<file path="config.mk">
export PLATFORM = sky130hd
export DESIGN_NAME = mcu_arithmetic_logic_unit
export DESIGN_NICKNAME = d
export VERILOG_FILES = /design/src/logic/mcu_alu_pkg.sv /design/src/logic/mcu_muldiv_unit.sv /design/src/logic/mcu_arithmetic_logic_unit.sv
export SDC_FILE = /design/constraint.sdc
export NUM_CORES = 1
export LEC_CHECK = 0
export BUFFER_PORTS_ARGS = -buffer_cell sky130_fd_sc_hd__clkbuf_2
export CORE_MARGIN = 2
export CORE_UTILIZATION = 47
export CTS_CLUSTER_DIAMETER = 80
export DETAILED_ROUTE_END_ITERATION = 12
export PLACE_DENSITY = 0.72
export SLEW_MARGIN = 15
export SYNTH_ARGS = -nofsm -noshare
export SYNTH_HDL_FRONTEND = slang
export SYNTH_HIERARCHICAL = 1
export SYNTH_SLANG_ARGS = --single-unit
</file>
<file path="constraint.sdc">
create_clock -name sys_clk -period 5.9 [get_ports sys_clk]
set_clock_uncertainty 0.1 [all_clocks]
set_input_delay 1.18 -clock sys_clk [delete_from_list [all_inputs] [get_ports sys_clk]]
set_output_delay 1.18 -clock sys_clk [all_outputs]
set_load 0.01 [all_outputs]
</file>
<file path="src/logic/mcu_alu_pkg.sv">
// Shared constants, types and decode helpers of the 8-bit ALU
package mcu_alu_pkg;

    typedef enum logic [1:0] {
        ST_IDLE   = 2'b00,
        ST_WAIT   = 2'b01,
        ST_MULDIV = 2'b10
    } alu_state_t;

    // Opcodes handled as single cases
    localparam logic [7:0] OPC_INC_A = 8'h04;
    localparam logic [7:0] OPC_DEC_A = 8'h14;
    localparam logic [7:0] OPC_INC_DATA_POINTER_REG = 8'hA3;
    localparam logic [7:0] OPC_MUL = 8'hA4;
    localparam logic [7:0] OPC_DIV = 8'h84;
    localparam logic [7:0] OPC_DA = 8'hD4;
    localparam logic [7:0] OPC_CLR = 8'hE4;
    localparam logic [7:0] OPC_CPL = 8'hF4;
    localparam logic [7:0] OPC_RL = 8'h23;
    localparam logic [7:0] OPC_RLC = 8'h33;
    localparam logic [7:0] OPC_RR = 8'h03;
    localparam logic [7:0] OPC_RRC = 8'h13;
    localparam logic [7:0] OPC_SWAP = 8'hC4;

    // High nibble of each opcode group
    localparam logic [3:0] GRP_INC = 4'h0;
    localparam logic [3:0] GRP_DEC = 4'h1;
    localparam logic [3:0] GRP_ADD = 4'h2;
    localparam logic [3:0] GRP_ADD_WITH_CARRY = 4'h3;
    localparam logic [3:0] GRP_ORL = 4'h4;
    localparam logic [3:0] GRP_ANL = 4'h5;
    localparam logic [3:0] GRP_XRL = 4'h6;
    localparam logic [3:0] GRP_SUBTRACT_WITH_BORROW = 4'h9;

    // Low nibble boundaries of the addressing forms
    localparam logic [3:0] LO_TO_LOC = 4'h2;
    localparam logic [3:0] LO_IMM_TO_LOC = 4'h3;
    localparam logic [3:0] LO_IMM = 4'h4;
    localparam logic [3:0] LO_DIRECT = 4'h5;
    localparam logic [3:0] LO_REG = 4'h8;

    // Flag positions in the status byte
    localparam int PSW_CY = 7;
    localparam int PSW_AC = 6;
    localparam int PSW_OV = 2;
    localparam int PSW_P = 0;

    localparam logic [7:0] ACC_RESET = 8'h00;
    localparam logic [7:0] B_RESET = 8'h00;
    localparam logic [7:0] PSW_RESET = 8'h00;
    localparam logic [7:0] BYTE_ZERO = 8'h00;
    localparam logic [7:0] BYTE_ONE = 8'h01;
    localparam logic [15:0] WORD_ONE = 16'h0001;

    // Decimal adjust thresholds
    localparam logic [3:0] DA_DIGIT_MAX = 4'h9;
    localparam logic [8:0] DA_ADJ_LO = 9'h006;
    localparam logic [8:0] DA_ADJ_HI = 9'h060;

    // Cycle counts, one core clock each
    localparam logic [2:0] CYC_ONE = 3'h1;
    localparam logic [2:0] CYC_TWO = 3'h2;
    localparam logic [2:0] CYC_THREE = 3'h3;
    localparam logic [2:0] CYC_FOUR = 3'h4;
    localparam logic [2:0] CYC_MULDIV = 3'h5;
    localparam logic [1:0] MULDIV_LAST_STEP = 2'h3;

    function automatic logic accGroup(input logic [3:0] hi);
        return hi == GRP_ADD || hi == GRP_ADD_WITH_CARRY || hi == GRP_SUBTRACT_WITH_BORROW ||
            hi == GRP_ORL || hi == GRP_ANL || hi == GRP_XRL;
    endfunction

    function automatic logic logicGroup(input logic [3:0] hi);
        return hi == GRP_ORL || hi == GRP_ANL || hi == GRP_XRL;
    endfunction

    function automatic logic [2:0] aluCycles(input logic [7:0] code);
        logic [3:0] hi;
        logic [3:0] lo;
        logic [2:0] cyc;
        hi = code[7:4];
        lo = code[3:0];
        cyc = CYC_ONE;
        if (code == OPC_MUL || code == OPC_DIV) begin
            cyc = CYC_MULDIV;
        end else if (accGroup(hi) && lo >= LO_REG) begin
            cyc = CYC_ONE;
        end else if (accGroup(hi) && lo >= LO_IMM) begin
            cyc = CYC_TWO;
        end else if (logicGroup(hi) && lo == LO_TO_LOC) begin
            cyc = CYC_THREE;
        end else if (logicGroup(hi) && lo == LO_IMM_TO_LOC) begin
            cyc = CYC_FOUR;
        end else if ((hi == GRP_INC || hi == GRP_DEC) && lo >= LO_REG) begin
            cyc = CYC_TWO;
        end else if ((hi == GRP_INC || hi == GRP_DEC) && lo >= LO_DIRECT
            && lo < LO_REG) begin
            cyc = CYC_THREE;
        end
        return cyc;
    endfunction

endpackage

</file>
<file path="src/logic/mcu_muldiv_unit.sv">
// Iterative 8x8 multiplier and 8/8 divider, two bits per clock
`timescale 1ns/1ps
module mcu_muldiv_unit (
    input wire logic sys_clk,
    input wire logic rst,
    input wire logic load,
    input wire logic isDivide,
    input wire logic [7:0] opA,
    input wire logic [7:0] opB,
    output logic lastStep,
    output logic [7:0] resHi,
    output logic [7:0] resLo
);

    logic busy_ff, nxt_busy;
    logic div_ff, nxt_div;
    logic [1:0] step_ff, nxt_step;
    logic [17:0] work_ff, nxt_work;
    logic [7:0] dvs_ff, nxt_dvs;

    always_comb begin
        logic [9:0] part;
        logic [17:0] sum;
        logic [8:0] rem;
        logic [7:0] quo;
        part = 10'h000;
        sum = 18'h0_0000;
        rem = work_ff[16:8];
        quo = work_ff[7:0];
        nxt_busy = busy_ff;
        nxt_div = div_ff;
        nxt_step = step_ff;
        nxt_work = work_ff;
        nxt_dvs = dvs_ff;
        if (load) begin
            nxt_busy = 1'b1;
            nxt_div = isDivide;
            nxt_step = 2'h0;
            nxt_work = {10'h000, opA};
            nxt_dvs = opB;
        end else if (busy_ff) begin
            if (div_ff) begin
                // Restoring division, remainder above quotient
                for (int i = 0; i < 2; i++) begin
                    rem = {rem[7:0], quo[7]};
                    quo = {quo[6:0], 1'b0};
                    if (rem >= {1'b0, dvs_ff}) begin
                        rem = rem - {1'b0, dvs_ff};
                        quo[0] = 1'b1;
                    end
                end
                nxt_work = {1'b0, rem, quo};
            end else begin
                // Shift-add on two multiplier bits
                part = ({2'b00, dvs_ff} & {10{work_ff[0]}}) +
                    ({1'b0, dvs_ff, 1'b0} & {10{work_ff[1]}});
                sum = work_ff + {part, 8'h00};
                nxt_work = {2'b00, sum[17:2]};
            end
            nxt_step = step_ff + 2'h1;
            if (step_ff == mcu_alu_pkg::MULDIV_LAST_STEP) begin
                nxt_busy = 1'b0;
            end
        end
    end

    always_ff @(posedge sys_clk or posedge rst) begin
        if (rst) begin
            busy_ff <= 1'b0;
            div_ff <= 1'b0;
            step_ff <= 2'h0;
            work_ff <= 18'h0_0000;
            dvs_ff <= 8'h00;
        end else begin
            busy_ff <= nxt_busy;
            div_ff <= nxt_div;
            step_ff <= nxt_step;
            work_ff <= nxt_work;
            dvs_ff <= nxt_dvs;
        end
    end

    assign lastStep = busy_ff && step_ff == mcu_alu_pkg::MULDIV_LAST_STEP;
    assign resHi = nxt_work[15:8];
    assign resLo = nxt_work[7:0];

endmodule

</file>
<file path="src/logic/mcu_arithmetic_logic_unit.sv">
// 8-bit ALU of the core with operand registers and status flags
//
// How it works
// - One machine cycle is one core clock, so counts are clock periods.
// - Operands are unsigned; add, add with carry, subtract with borrow.
// - Rotates, swap, clear, complement, decimal adjust touch only acc, plus carry for RLC, RRC and decimal adjust.
// - Operands come from acc, b or outside; results go to acc, b or out.
// - Carry, overflow and parity live in the status flag register.
// - Opcodes keep the legacy encoding and function; only timing moves.
// - Add: 0x28-0x2F one cycle, 0x25/0x26-0x27/0x24 two cycles.
// - Add with carry: 0x38-0x3F one cycle, 0x34-0x37 two cycles.
// - Subtract with borrow: 0x98-0x9F one cycle, 0x94-0x97 two cycles.
// - Increment acc 0x04, pointer 0xA3, decrement acc 0x14: one cycle.
// - Increment direct/indirect three cycles, working register two.
// - Decrement direct/indirect three cycles, working register two.
// - Multiply 0xA4 and divide 0x84 complete in five cycles.
// - Decimal adjust 0xD4 completes in one cycle.
`timescale 1ns/1ps
module mcu_arithmetic_logic_unit (
    input wire logic sys_clk,
    input wire logic rst,
    input wire logic opStart,
    input wire logic [7:0] opCode,
    input wire logic [7:0] operandIn,
    input wire logic [7:0] immIn,
    input wire logic [15:0] dptrIn,
    input wire logic accWrEn,
    input wire logic bWrEn,
    input wire logic pswWrEn,
    input wire logic [7:0] sfrWrData,
    output logic opReady,
    output logic opDone,
    output logic [7:0] accOut,
    output logic [7:0] bOut,
    output logic [7:0] pswOut,
    output logic [7:0] resultOut,
    output logic resultValid,
    output logic [15:0] dptrOut,
    output logic dptrValid
);

    ////////////////////////////////////////////////////////////////////
    mcu_alu_pkg::alu_state_t state_ff, nxt_state;
    logic [2:0] cnt_ff, nxt_cnt;
    logic [7:0] code_ff, nxt_code;
    logic [7:0] opnd_ff, nxt_opnd;
    logic [7:0] imm_ff, nxt_imm;
    logic [7:0] acc_ff, nxt_acc;
    logic [7:0] b_ff, nxt_b;
    logic [7:0] psw_ff, nxt_psw;
    logic [7:0] res_ff, nxt_res;
    logic resV_ff, nxt_resV;
    logic [15:0] data_pointer_reg_ff, nxt_data_pointer_reg;
    logic dptrV_ff, nxt_dptrV;
    logic take, commit, mdLoad, mdLast;
    logic [2:0] cyc;
    logic [7:0] curCode, curOpnd, curImm;
    logic [7:0] mdHi, mdLo;

    function automatic logic [7:0] logicOp(input logic [3:0] hi,
        input logic [7:0] x, input logic [7:0] y);
        logic [7:0] r;
        r = x ^ y;
        if (hi == mcu_alu_pkg::GRP_ANL) begin
            r = x & y;
        end else if (hi == mcu_alu_pkg::GRP_ORL) begin
            r = x | y;
        end
        return r;
    endfunction

    ////////////////////////////////////////////////////////////////////
    // Sequencing: ops of N cycles commit at the Nth edge after take
    assign take = state_ff == mcu_alu_pkg::ST_IDLE && opStart;
    assign cyc = mcu_alu_pkg::aluCycles(opCode);
    assign mdLoad = take && (opCode == mcu_alu_pkg::OPC_MUL ||
        opCode == mcu_alu_pkg::OPC_DIV);
    assign commit = (take && cyc == mcu_alu_pkg::CYC_ONE) ||
        (state_ff == mcu_alu_pkg::ST_WAIT && cnt_ff == 3'h1) ||
        (state_ff == mcu_alu_pkg::ST_MULDIV && mdLast);
    assign curCode = take ? opCode : code_ff;
    assign curOpnd = take ? operandIn : opnd_ff;
    assign curImm = take ? immIn : imm_ff;

    always_comb begin
        nxt_state = state_ff;
        nxt_cnt = cnt_ff;
        nxt_code = code_ff;
        nxt_opnd = opnd_ff;
        nxt_imm = imm_ff;
        case (state_ff)
            mcu_alu_pkg::ST_IDLE: begin
                if (opStart) begin
                    nxt_code = opCode;
                    nxt_opnd = operandIn;
                    nxt_imm = immIn;
                    nxt_cnt = cyc - 3'h1;
                    if (mdLoad) begin
                        nxt_state = mcu_alu_pkg::ST_MULDIV;
                    end else if (cyc != mcu_alu_pkg::CYC_ONE) begin
                        nxt_state = mcu_alu_pkg::ST_WAIT;
                    end
                end
            end
            mcu_alu_pkg::ST_WAIT: begin
                nxt_cnt = cnt_ff - 3'h1;
                if (cnt_ff == 3'h1) begin
                    nxt_state = mcu_alu_pkg::ST_IDLE;
                end
            end
            mcu_alu_pkg::ST_MULDIV: begin
                if (mdLast) begin
                    nxt_state = mcu_alu_pkg::ST_IDLE;
                end
            end
            default: begin
                nxt_state = mcu_alu_pkg::ST_IDLE;
            end
        endcase
    end

    always_ff @(posedge sys_clk or posedge rst) begin
        if (rst) begin
            state_ff <= mcu_alu_pkg::ST_IDLE;
            cnt_ff <= 3'h0;
            code_ff <= 8'h00;
            opnd_ff <= 8'h00;
            imm_ff <= 8'h00;
        end else begin
            state_ff <= nxt_state;
            cnt_ff <= nxt_cnt;
            code_ff <= nxt_code;
            opnd_ff <= nxt_opnd;
            imm_ff <= nxt_imm;
        end
    end

    mcu_muldiv_unit u_muldiv (
        .sys_clk(sys_clk),
        .rst(rst),
        .load(mdLoad),
        .isDivide(opCode == mcu_alu_pkg::OPC_DIV),
        .opA(acc_ff),
        .opB(b_ff),
        .lastStep(mdLast),
        .resHi(mdHi),
        .resLo(mdLo)
    );

    ////////////////////////////////////////////////////////////////////
    // Datapath and flags
    always_comb begin
        logic [3:0] hi;
        logic [3:0] lo;
        logic cin;
        logic [8:0] full;
        logic [4:0] half;
        logic [8:0] da;
        hi = curCode[7:4];
        lo = curCode[3:0];
        cin = psw_ff[mcu_alu_pkg::PSW_CY];
        full = 9'h000;
        half = 5'h00;
        da = {1'b0, acc_ff};
        nxt_acc = acc_ff;
        nxt_b = b_ff;
        nxt_psw = psw_ff;
        nxt_res = res_ff;
        nxt_resV = 1'b0;
        nxt_data_pointer_reg = data_pointer_reg_ff;
        nxt_dptrV = 1'b0;
        if (accWrEn) begin
            nxt_acc = sfrWrData;
        end
        if (bWrEn) begin
            nxt_b = sfrWrData;
        end
        if (pswWrEn) begin
            nxt_psw = sfrWrData;
        end
        if (commit) begin
            if (curCode == mcu_alu_pkg::OPC_MUL ||
                curCode == mcu_alu_pkg::OPC_DIV) begin
                nxt_acc = mdLo;
                nxt_b = mdHi;
                nxt_psw[mcu_alu_pkg::PSW_CY] = 1'b0;
                nxt_psw[mcu_alu_pkg::PSW_OV] =
                    (curCode == mcu_alu_pkg::OPC_DIV) ?
                    (b_ff == mcu_alu_pkg::BYTE_ZERO) :
                    (mdHi != mcu_alu_pkg::BYTE_ZERO);
            end else if ((hi == mcu_alu_pkg::GRP_ADD ||
                hi == mcu_alu_pkg::GRP_ADD_WITH_CARRY) &&
                lo >= mcu_alu_pkg::LO_IMM) begin
                if (hi == mcu_alu_pkg::GRP_ADD) begin
                    cin = 1'b0;
                end
                full = {1'b0, acc_ff} + {1'b0, curOpnd} +
                    {8'h00, cin};
                half = {1'b0, acc_ff[3:0]} + {1'b0, curOpnd[3:0]} +
                    {4'h0, cin};
                nxt_acc = full[7:0];
                nxt_psw[mcu_alu_pkg::PSW_CY] = full[8];
                nxt_psw[mcu_alu_pkg::PSW_AC] = half[4];
                nxt_psw[mcu_alu_pkg::PSW_OV] = (acc_ff[7] == curOpnd[7])
                    && (full[7] != acc_ff[7]);
            end else if (hi == mcu_alu_pkg::GRP_SUBTRACT_WITH_BORROW &&
                lo >= mcu_alu_pkg::LO_IMM) begin
                full = {1'b0, acc_ff} - {1'b0, curOpnd} -
                    {8'h00, cin};
                half = {1'b0, acc_ff[3:0]} - {1'b0, curOpnd[3:0]} -
                    {4'h0, cin};
                nxt_acc = full[7:0];
                nxt_psw[mcu_alu_pkg::PSW_CY] = full[8];
                nxt_psw[mcu_alu_pkg::PSW_AC] = half[4];
                nxt_psw[mcu_alu_pkg::PSW_OV] = (acc_ff[7] != curOpnd[7])
                    && (full[7] != acc_ff[7]);
            end else if (mcu_alu_pkg::logicGroup(hi) &&
                lo >= mcu_alu_pkg::LO_IMM) begin
                nxt_acc = logicOp(hi, acc_ff, curOpnd);
            end else if (mcu_alu_pkg::logicGroup(hi) &&
                lo == mcu_alu_pkg::LO_TO_LOC) begin
                nxt_res = logicOp(hi, curOpnd, acc_ff);
                nxt_resV = 1'b1;
            end else if (mcu_alu_pkg::logicGroup(hi) &&
                lo == mcu_alu_pkg::LO_IMM_TO_LOC) begin
                nxt_res = logicOp(hi, curOpnd, curImm);
                nxt_resV = 1'b1;
            end else if (curCode == mcu_alu_pkg::OPC_INC_A) begin
                nxt_acc = acc_ff + mcu_alu_pkg::BYTE_ONE;
            end else if (curCode == mcu_alu_pkg::OPC_DEC_A) begin
                nxt_acc = acc_ff - mcu_alu_pkg::BYTE_ONE;
            end else if ((hi == mcu_alu_pkg::GRP_INC ||
                hi == mcu_alu_pkg::GRP_DEC) &&
                lo >= mcu_alu_pkg::LO_DIRECT) begin
                nxt_res = (hi == mcu_alu_pkg::GRP_INC) ?
                    curOpnd + mcu_alu_pkg::BYTE_ONE :
                    curOpnd - mcu_alu_pkg::BYTE_ONE;
                nxt_resV = 1'b1;
            end else begin
                case (curCode)
                    mcu_alu_pkg::OPC_INC_DATA_POINTER_REG: begin
                        nxt_data_pointer_reg = dptrIn + mcu_alu_pkg::WORD_ONE;
                        nxt_dptrV = 1'b1;
                    end
                    mcu_alu_pkg::OPC_CLR: begin
                        nxt_acc = mcu_alu_pkg::BYTE_ZERO;
                    end
                    mcu_alu_pkg::OPC_CPL: begin
                        nxt_acc = ~acc_ff;
                    end
                    mcu_alu_pkg::OPC_RL: begin
                        nxt_acc = {acc_ff[6:0], acc_ff[7]};
                    end
                    mcu_alu_pkg::OPC_RR: begin
                        nxt_acc = {acc_ff[0], acc_ff[7:1]};
                    end
                    mcu_alu_pkg::OPC_RLC: begin
                        nxt_acc = {acc_ff[6:0], cin};
                        nxt_psw[mcu_alu_pkg::PSW_CY] = acc_ff[7];
                    end
                    mcu_alu_pkg::OPC_RRC: begin
                        nxt_acc = {cin, acc_ff[7:1]};
                        nxt_psw[mcu_alu_pkg::PSW_CY] = acc_ff[0];
                    end
                    mcu_alu_pkg::OPC_SWAP: begin
                        nxt_acc = {acc_ff[3:0], acc_ff[7:4]};
                    end
                    mcu_alu_pkg::OPC_DA: begin
                        // Carry is only ever set here, never cleared
                        if (acc_ff[3:0] > mcu_alu_pkg::DA_DIGIT_MAX ||
                            psw_ff[mcu_alu_pkg::PSW_AC]) begin
                            da = da + mcu_alu_pkg::DA_ADJ_LO;
                        end
                        if (da[8] || cin ||
                            da[7:4] > mcu_alu_pkg::DA_DIGIT_MAX) begin
                            da = da + mcu_alu_pkg::DA_ADJ_HI;
                        end
                        nxt_acc = da[7:0];
                        nxt_psw[mcu_alu_pkg::PSW_CY] = cin | da[8];
                    end
                    default: begin
                        nxt_acc = acc_ff;
                    end
                endcase
            end
        end
    end

    always_ff @(posedge sys_clk or posedge rst) begin
        if (rst) begin
            acc_ff <= mcu_alu_pkg::ACC_RESET;
            b_ff <= mcu_alu_pkg::B_RESET;
            psw_ff <= mcu_alu_pkg::PSW_RESET;
            res_ff <= 8'h00;
            resV_ff <= 1'b0;
            data_pointer_reg_ff <= 16'h0000;
            dptrV_ff <= 1'b0;
        end else begin
            acc_ff <= nxt_acc;
            b_ff <= nxt_b;
            psw_ff <= nxt_psw;
            res_ff <= nxt_res;
            resV_ff <= nxt_resV;
            data_pointer_reg_ff <= nxt_data_pointer_reg;
            dptrV_ff <= nxt_dptrV;
        end
    end

    ////////////////////////////////////////////////////////////////////
    assign opReady = state_ff == mcu_alu_pkg::ST_IDLE;
    assign opDone = commit;
    assign accOut = acc_ff;
    assign bOut = b_ff;
    // Parity always tracks the accumulator
    assign pswOut = {psw_ff[7:1], ^acc_ff};
    assign resultOut = res_ff;
    assign resultValid = resV_ff;
    assign dptrOut = data_pointer_reg_ff;
    assign dptrValid = dptrV_ff;

endmodule

</file>
==> results.ini, run 1 <==
[flow_run]
maxCapViolations=0

[sta]
max_freq_mhz=200
tightest_slew_ns=1.05
post-route-period-util_pct=84.9
holdWs_ns=0.385
tns_ns=0
slew_headroom_pct=29.8
period_needed_ns=5.01
finalHoldViolCount=0
finalSetupViolCount=0
rsz0062_at_grt=no
maxSlewViolCount=0

[layout]
fin_util_pct=52.5
diodes=0
seq_area_um2=2680
multi_input_area_um2=7660
drive_above_1_share_pct=13.6
synthToLayoutAreaGrowth_pct=9.05
fillers=2211
nNetsFinal=1545

[setup_path]
critPathTopFamily=compound AO/OA/AOI/OAI gates
critPathKind=reg2reg
crit_path_max_incr_delay_ns=0.46
critPathSlowestCell=a211oi_1
cp_common_cell=ha_1
r2r_slack_ns=0.89
path_cells=inv_1, ha_1, and2_4, a311oi_4, a2bb2oi_4, and2_1, mux2_2, ha_1, and3_1, o21ai_0, nand3_1, a21o_1, a221oi_2, buf_4, nor3_1, a211oi_1, nor4_1, a31oi_1, nor2_1, a221oi_1
critPathLaunchType=flop
rr_worst_depth=20
reg2reg_from=u_muldiv/dvs_ff[4]
cp_max_fo=12
crit_required_ns=6.07
arrival_ns=5.18
worst-path-stages=20
r2r-end=psw_ff[2]
end_kind=flop
crit_buf_inv=2
startpoint=u_muldiv/dvs_ff[4]
critPathCapture=psw_ff[2]

[synthesis]
yosysWarningCount=6
synth_most_common_cell=nand2_1
synth_fp_nets=1488
ys_top_cells_by_area=dfrtp_1 (24%), ha_1 (12%), mux2i_1 (5.9%)
synthTopCellsByCount=nand2_1 (125), nor2_1 (111), dfrtp_1 (107), ha_1 (102), a21oi_1 (90)
yosys.area.top_type=dfrtp_1
async_flop_share_pct=100
ys_seq_area_share_pct=24.3
synth_top_area_share_pct=24.3
syn_area_um2=11000
avgSynthCellArea_um2=8.32
syn_inst=1323
synth-edff-count=0
synth_top_flop_cell=dfrtp_1
synth_seq_cells=107
synthDistinctLibCells=97

[routing]
first_pass_iters=5
avgViaCountPerCell=6.10
highest_layer=met5
drc_errors=0
dr_total_vias=10356
post_drt_wl_per_cell_um=20.5
totalWireLength_um=34800
met1Wirelength_um=14900
wl_met2_um=16000
routed-wl-met3_um=2060
ant_nets=0
dr.first_iter.drc_count=679

[floorplanning]
dieHeight_um=157
die_w_um=157
core_area_um2=22800
rows=55
start_util_pct=48.2
ioPinCount=106
dieArea_um2=24700

[clock_tree]
cts_sinks=107
post_cts_buffers=0
clock-root-buffer=clkbuf_16
clk_pin_slew_worst_paths_ns=0.08
postCtsResizedCells=0
cts_tree=done
cts_buffer_depth=2
htreeDepth=3
worst_skew_pair.late_latency_ns=0.37
cts_inserted_buffers=9
hold_buffers=0

[power]
ir_drop_mv=0.387
power_density_nw_per_um2=656
cellLeakagePower_uw=0.00549
p_total_uw=7870

[placement]
hpwlAfterDp_um=27000
gp_congestion=1.05
placement.io_buffers=105

[status]
status=completed

[hold_path]
hp-class=reg2reg

[grt]
gr-usage-all-layers_pct=28.9
grt_pass1_vias=10228
grt_max_degree=49
grt_pass1_wl_um=55800
grt-ovfl-total=0
antenna_found_initial=1

[metal layers]
layer	global-route usage, %	up-vias
li1	-	4900
met3	3.80	124
met5	0	-
met4	14.8	2
met1	37.0	4909
met2	47.8	421
[layout by cell type (no fill, tap or decap), types with 9 or more instances in the layout]
cell and n:
a211oi_1 10, nor2b_1 11, dfrtp_1 107, clkbuf_16 9
xor2_1 23, mux2i_1 64, buf_4 19, a21oi_1 90
and3_1 18, nand3_1 33, fa_1 9, o221ai_1 9
o21ai_0 89, clkbuf_2 105, nand2b_1 16, xnor2_1 52
o22ai_1 15, a31oi_1 13, inv_1 63, and2_1 24
nor3_1 26, mux2_2 16, ha_1 102, o21a_1 12
a21o_1 21, nand2_1 125, o211ai_1 17, nor2_1 110
[where the power goes]
group,switching [uW],internal [uW],leakage (uW)
Sequential,393,1000,0.00130
Combinational,3400,2420,0.00403
Clock,312,341,0.000155
Total,4110,3760,0.00549
[state kept, by name, summed over array words and instances (netlist names), 2 cells and up]
name,count
u_muldiv/work_ff,17
dptrOut,16
accOut,8
bOut,8
code_ff,8
imm_ff,8
opnd_ff,8
resultOut,8
u_muldiv/dvs_ff,8
psw_ff,7
cnt_ff,3
state_ff,2
u_muldiv/step_ff,2
[final cells by class]
cell class                 instances  area share (%)
clock buffer                       9            1.88
clock inverter                     7           0.771
multi-input combinational       1067            63.8
inverter                          70            2.22
timing repair buffer             125            5.73
tap                              313            3.26
sequential                       107            22.3
[kinds of logic (layout without fill, tap and decap cells)]
group                      count (synthesis)  count (layout)  synth area share (%)
and+or+nand+nor                          417             417                  18.7
buffers and inverters                    149             211                  6.18
AOI/OAI and AO/OA                        381             381                  23.6
DFF                                      107             107                  24.3
muxes                                     82              82                  7.75
adders and majority gates                111             111                  13.2
xor gates and xnor gates                  76              76                  6.17
[worst min-delay path by stage]
stage / cells after the start / endpoint / from / slack [ns]
detailed placement: 2 / resultOut[5] / resultOut[5] / 0.37
global route: 2 / resultOut[5] / resultOut[5] / 0.41
CTS: 2 / resultOut[5] / resultOut[5] / 0.39
finish: 2 / resultOut[5] / resultOut[5] / 0.39
floorplan: 1 / u_muldiv/work_ff[16] / u_muldiv/work_ff[16] / 0.37
global placement: 2 / resultOut[5] / resultOut[5] / 0.36
[tightest hold or removal path: stages, from the launching register on]
cell and delay [ns]:
dfrtp_1 0.35, nand2_1 0.05, nand2_1 0.06
[metrics by stage]
| stage | cell area (um^2) | setup slack, ns | std cells |
|---|---|---|---|
| 2_1_floorplan | 11000 | 0.843 | 1323 |
| 3_3_place_gp | 11700 | 1.10 | 1682 |
| 3_5_place_dp | 11700 | 0.970 | 1682 |
| 4_1_cts | 12000 | 0.939 | 1698 |
| 5_1_grt | 12000 | 0.532 | 1698 |
| 6_report | 12000 | 0.889 | 1698 |
(Power assumes the default switching activity.)
==> inputs of run 2 (changes only) <==
--- a/config.mk
+++ b/config.mk
@@ -10,7 +10,7 @@
 export CORE_UTILIZATION = 47
 export CTS_CLUSTER_DIAMETER = 80
 export DETAILED_ROUTE_END_ITERATION = 12
-export PLACE_DENSITY = 0.72
+export PLACE_DENSITY = 0.74
 export SLEW_MARGIN = 15
 export SYNTH_ARGS = -nofsm -noshare
 export SYNTH_HDL_FRONTEND = slang
==> constraint.sdc (replaced) <==
create_clock -name sys_clk -period 4.3 [get_ports sys_clk]
set_clock_uncertainty 0.1 [all_clocks]
set_input_delay 0.86 -clock sys_clk [delete_from_list [all_inputs] [get_ports sys_clk]]
set_output_delay 0.86 -clock sys_clk [all_outputs]
set_load 0.01 [all_outputs]
==> run 2 against run 1 <==
- the flow now finishes with violations (negative setup slack)
- power up 52%
- first-iteration DRC count grew 36%
- hold slack worse by 0.074 ns
==> results.ini, run 2 (synthesis gave the netlist of run 1 again) <==
[floorplanning]
rows=55
dieArea_um2=24700
start_util_pct=48.2
dieHeight_um=157
die_w_um=157
ioPinCount=106
core_area_um2=22800

[clock_tree]
worst_skew_pair.late_latency_ns=0.37
clk_pin_slew_worst_paths_ns=0.09
htreeDepth=3
cts_sinks=107
cts_inserted_buffers=9
clock-root-buffer=clkbuf_16
cts_tree=done
cts_buffer_depth=2
hold_buffers=0

[sta]
setup_slack_ns=-0.00758
max_freq_mhz=232
slew_headroom_pct=21.7
maxSlewViolCount=0
tightest_slew_ns=1.17
finalSetupViolCount=1
finalHoldViolCount=0
period_needed_ns=4.31
tns_ns=-0.00758
post-route-period-util_pct=100
rsz0062_at_grt=yes

[placement]
hpwlAfterDp_um=29500
placement.io_buffers=105
gp_congestion=0.994
placed_cell_area_um2=12600

[layout]
final_common_cell=buf_4
regMostFlops=u_muldiv/work_ff
synthToLayoutAreaGrowth_pct=18.8
diodes=0
final_area_um2=13100
fin_util_pct=57.2
drive_above_1_share_pct=22.0
most-common-layout-cells=buf_4 (140), nand2_1 (125), nor2_1 (110), dfrtp_1 (107), clkbuf_2 (105)
nNetsFinal=1669
largest_register_ffs=17

[grt]
gr-usage-all-layers_pct=30.9
grt_pass1_vias=11130
grt-ovfl-total=0
grt_pass1_wl_um=59900
grt_max_degree=36
antenna_found_initial=1

[setup_path]
r2r_slack_ns=-0.008
arrival_ns=4.45
critPathKind=reg2reg
end_kind=flop
critPathSlowestCell=dfrtp_1
startpoint=u_muldiv/work_ff[7]
crit_path_max_incr_delay_ns=0.39
critPathCapture=psw_ff[2]
critPathTopFamily=compound AO/OA/AOI/OAI gates
cp_max_fo=5
crit_buf_inv=3
r2r-end=psw_ff[2]
reg2reg_from=u_muldiv/work_ff[7]
critPathLaunchType=flop
worst-path-stages=22
crit_required_ns=4.44
path_cells=inv_2, ha_4, inv_2, fa_2, a21o_1, a311o_1, a21oi_2, xnor2_1, mux2_4, ha_4, and3_4, nand4_1, nand2_1, a21o_1, a221oi_4, buf_6, mux2i_2, o22ai_2, nor4_2, a31oi_1, nor2_1, a221oi_1
rr_worst_depth=22

[routing]
drc_errors=0
post_drt_wl_per_cell_um=20.6
dr.first_iter.drc_count=925
avgViaCountPerCell=6.09
ant_nets=0
first_pass_iters=7
dr_total_vias=11100
totalWireLength_um=37500

[power]
p_int_uw=5980
cellLeakagePower_uw=0.00608
clock_power_share_pct=7.1
combPwrFrac_pct=78.2
switching_power_uw=5960
power_density_nw_per_um2=913
pwr-share-seq_pct=14.8
ir_drop_mv=0.480
swShare_pct=49.9
p_total_uw=11900

[flow_run]
maxCapViolations=0

[status]
status=finished, violations left
violations=negative setup slack

[hold_path]
hp-class=in2async

[run 2: worst min path at each step]
| stage | start | endpoint | slack [ns] | cells past startpoint |
|---|---|---|---|---|
| 2_1_floorplan | u_muldiv/work_ff[16] | u_muldiv/work_ff[16] | 0.37 | 1 |
| 3_3_place_gp | resultOut[5] | resultOut[5] | 0.37 | 2 |
| 3_5_place_dp | resultOut[2] | resultOut[2] | 0.38 | 2 |
| 4_1_cts | rst | u_muldiv/div_ff | 0.31 | 2 |
| 5_1_grt | rst | u_muldiv/div_ff | 0.32 | 2 |
| 6_report | rst | u_muldiv/div_ff | 0.31 | 2 |
[run 2: what timing repair did]
item / CTS / global route
endpoints found under the setup margin: 2 / 5
setup buffers: 12 / 1
pin swaps: 20 / 8
resized for setup: 9 / 6
hold endpoints to repair: 0 / 0
[run 2: layer usage]
| layer | share of wire (%) | track usage [%] |
|---|---|---|
| met1 | 40 | 38.0 |
| met3 | 7.3 | 5.20 |
| met4 | 5.9 | 17.1 |
| met5 | 0 | 0 |
| met2 | 47 | 51.6 |
[run 2: power by group through the flow]
stage,clock network [uW],logic (uW),registers [uW]
2_1_floorplan,0,6110,1740
6_report,843,9340,1760
3_5_place_dp,0,8870,1770
4_1_cts,851,9090,1750
3_3_place_gp,0,8700,1750
5_1_grt,893,10200,1810
[run 2: layout make-up]
| type | count | area [um^2] |
|---|---|---|
| Clock buffer | 10 | 229 |
| Sequential cell | 107 | 2680 |
| Clock inverter | 6 | 55.1 |
| Timing Repair Buffer | 249 | 1640 |
| Multi-Input combinational cell | 1067 | 7820 |
| Inverter | 70 | 267 |
| Fill cell | 2132 | 9770 |
| Tap cell | 313 | 392 |
[run 2: metrics by stage]
stage / instances / setup WS (ns) / hold WS, ns
final: 1822 / -0.00758 / 0.311
after global placement: 1794 / -0.118 / 0.365
after detailed placement: 1794 / -0.192 / 0.381
after floorplan: 1323 / 0.000920 / 0.370
after CTS: 1821 / 0.00104 / 0.312
after global routing: 1822 / -0.240 / 0.318
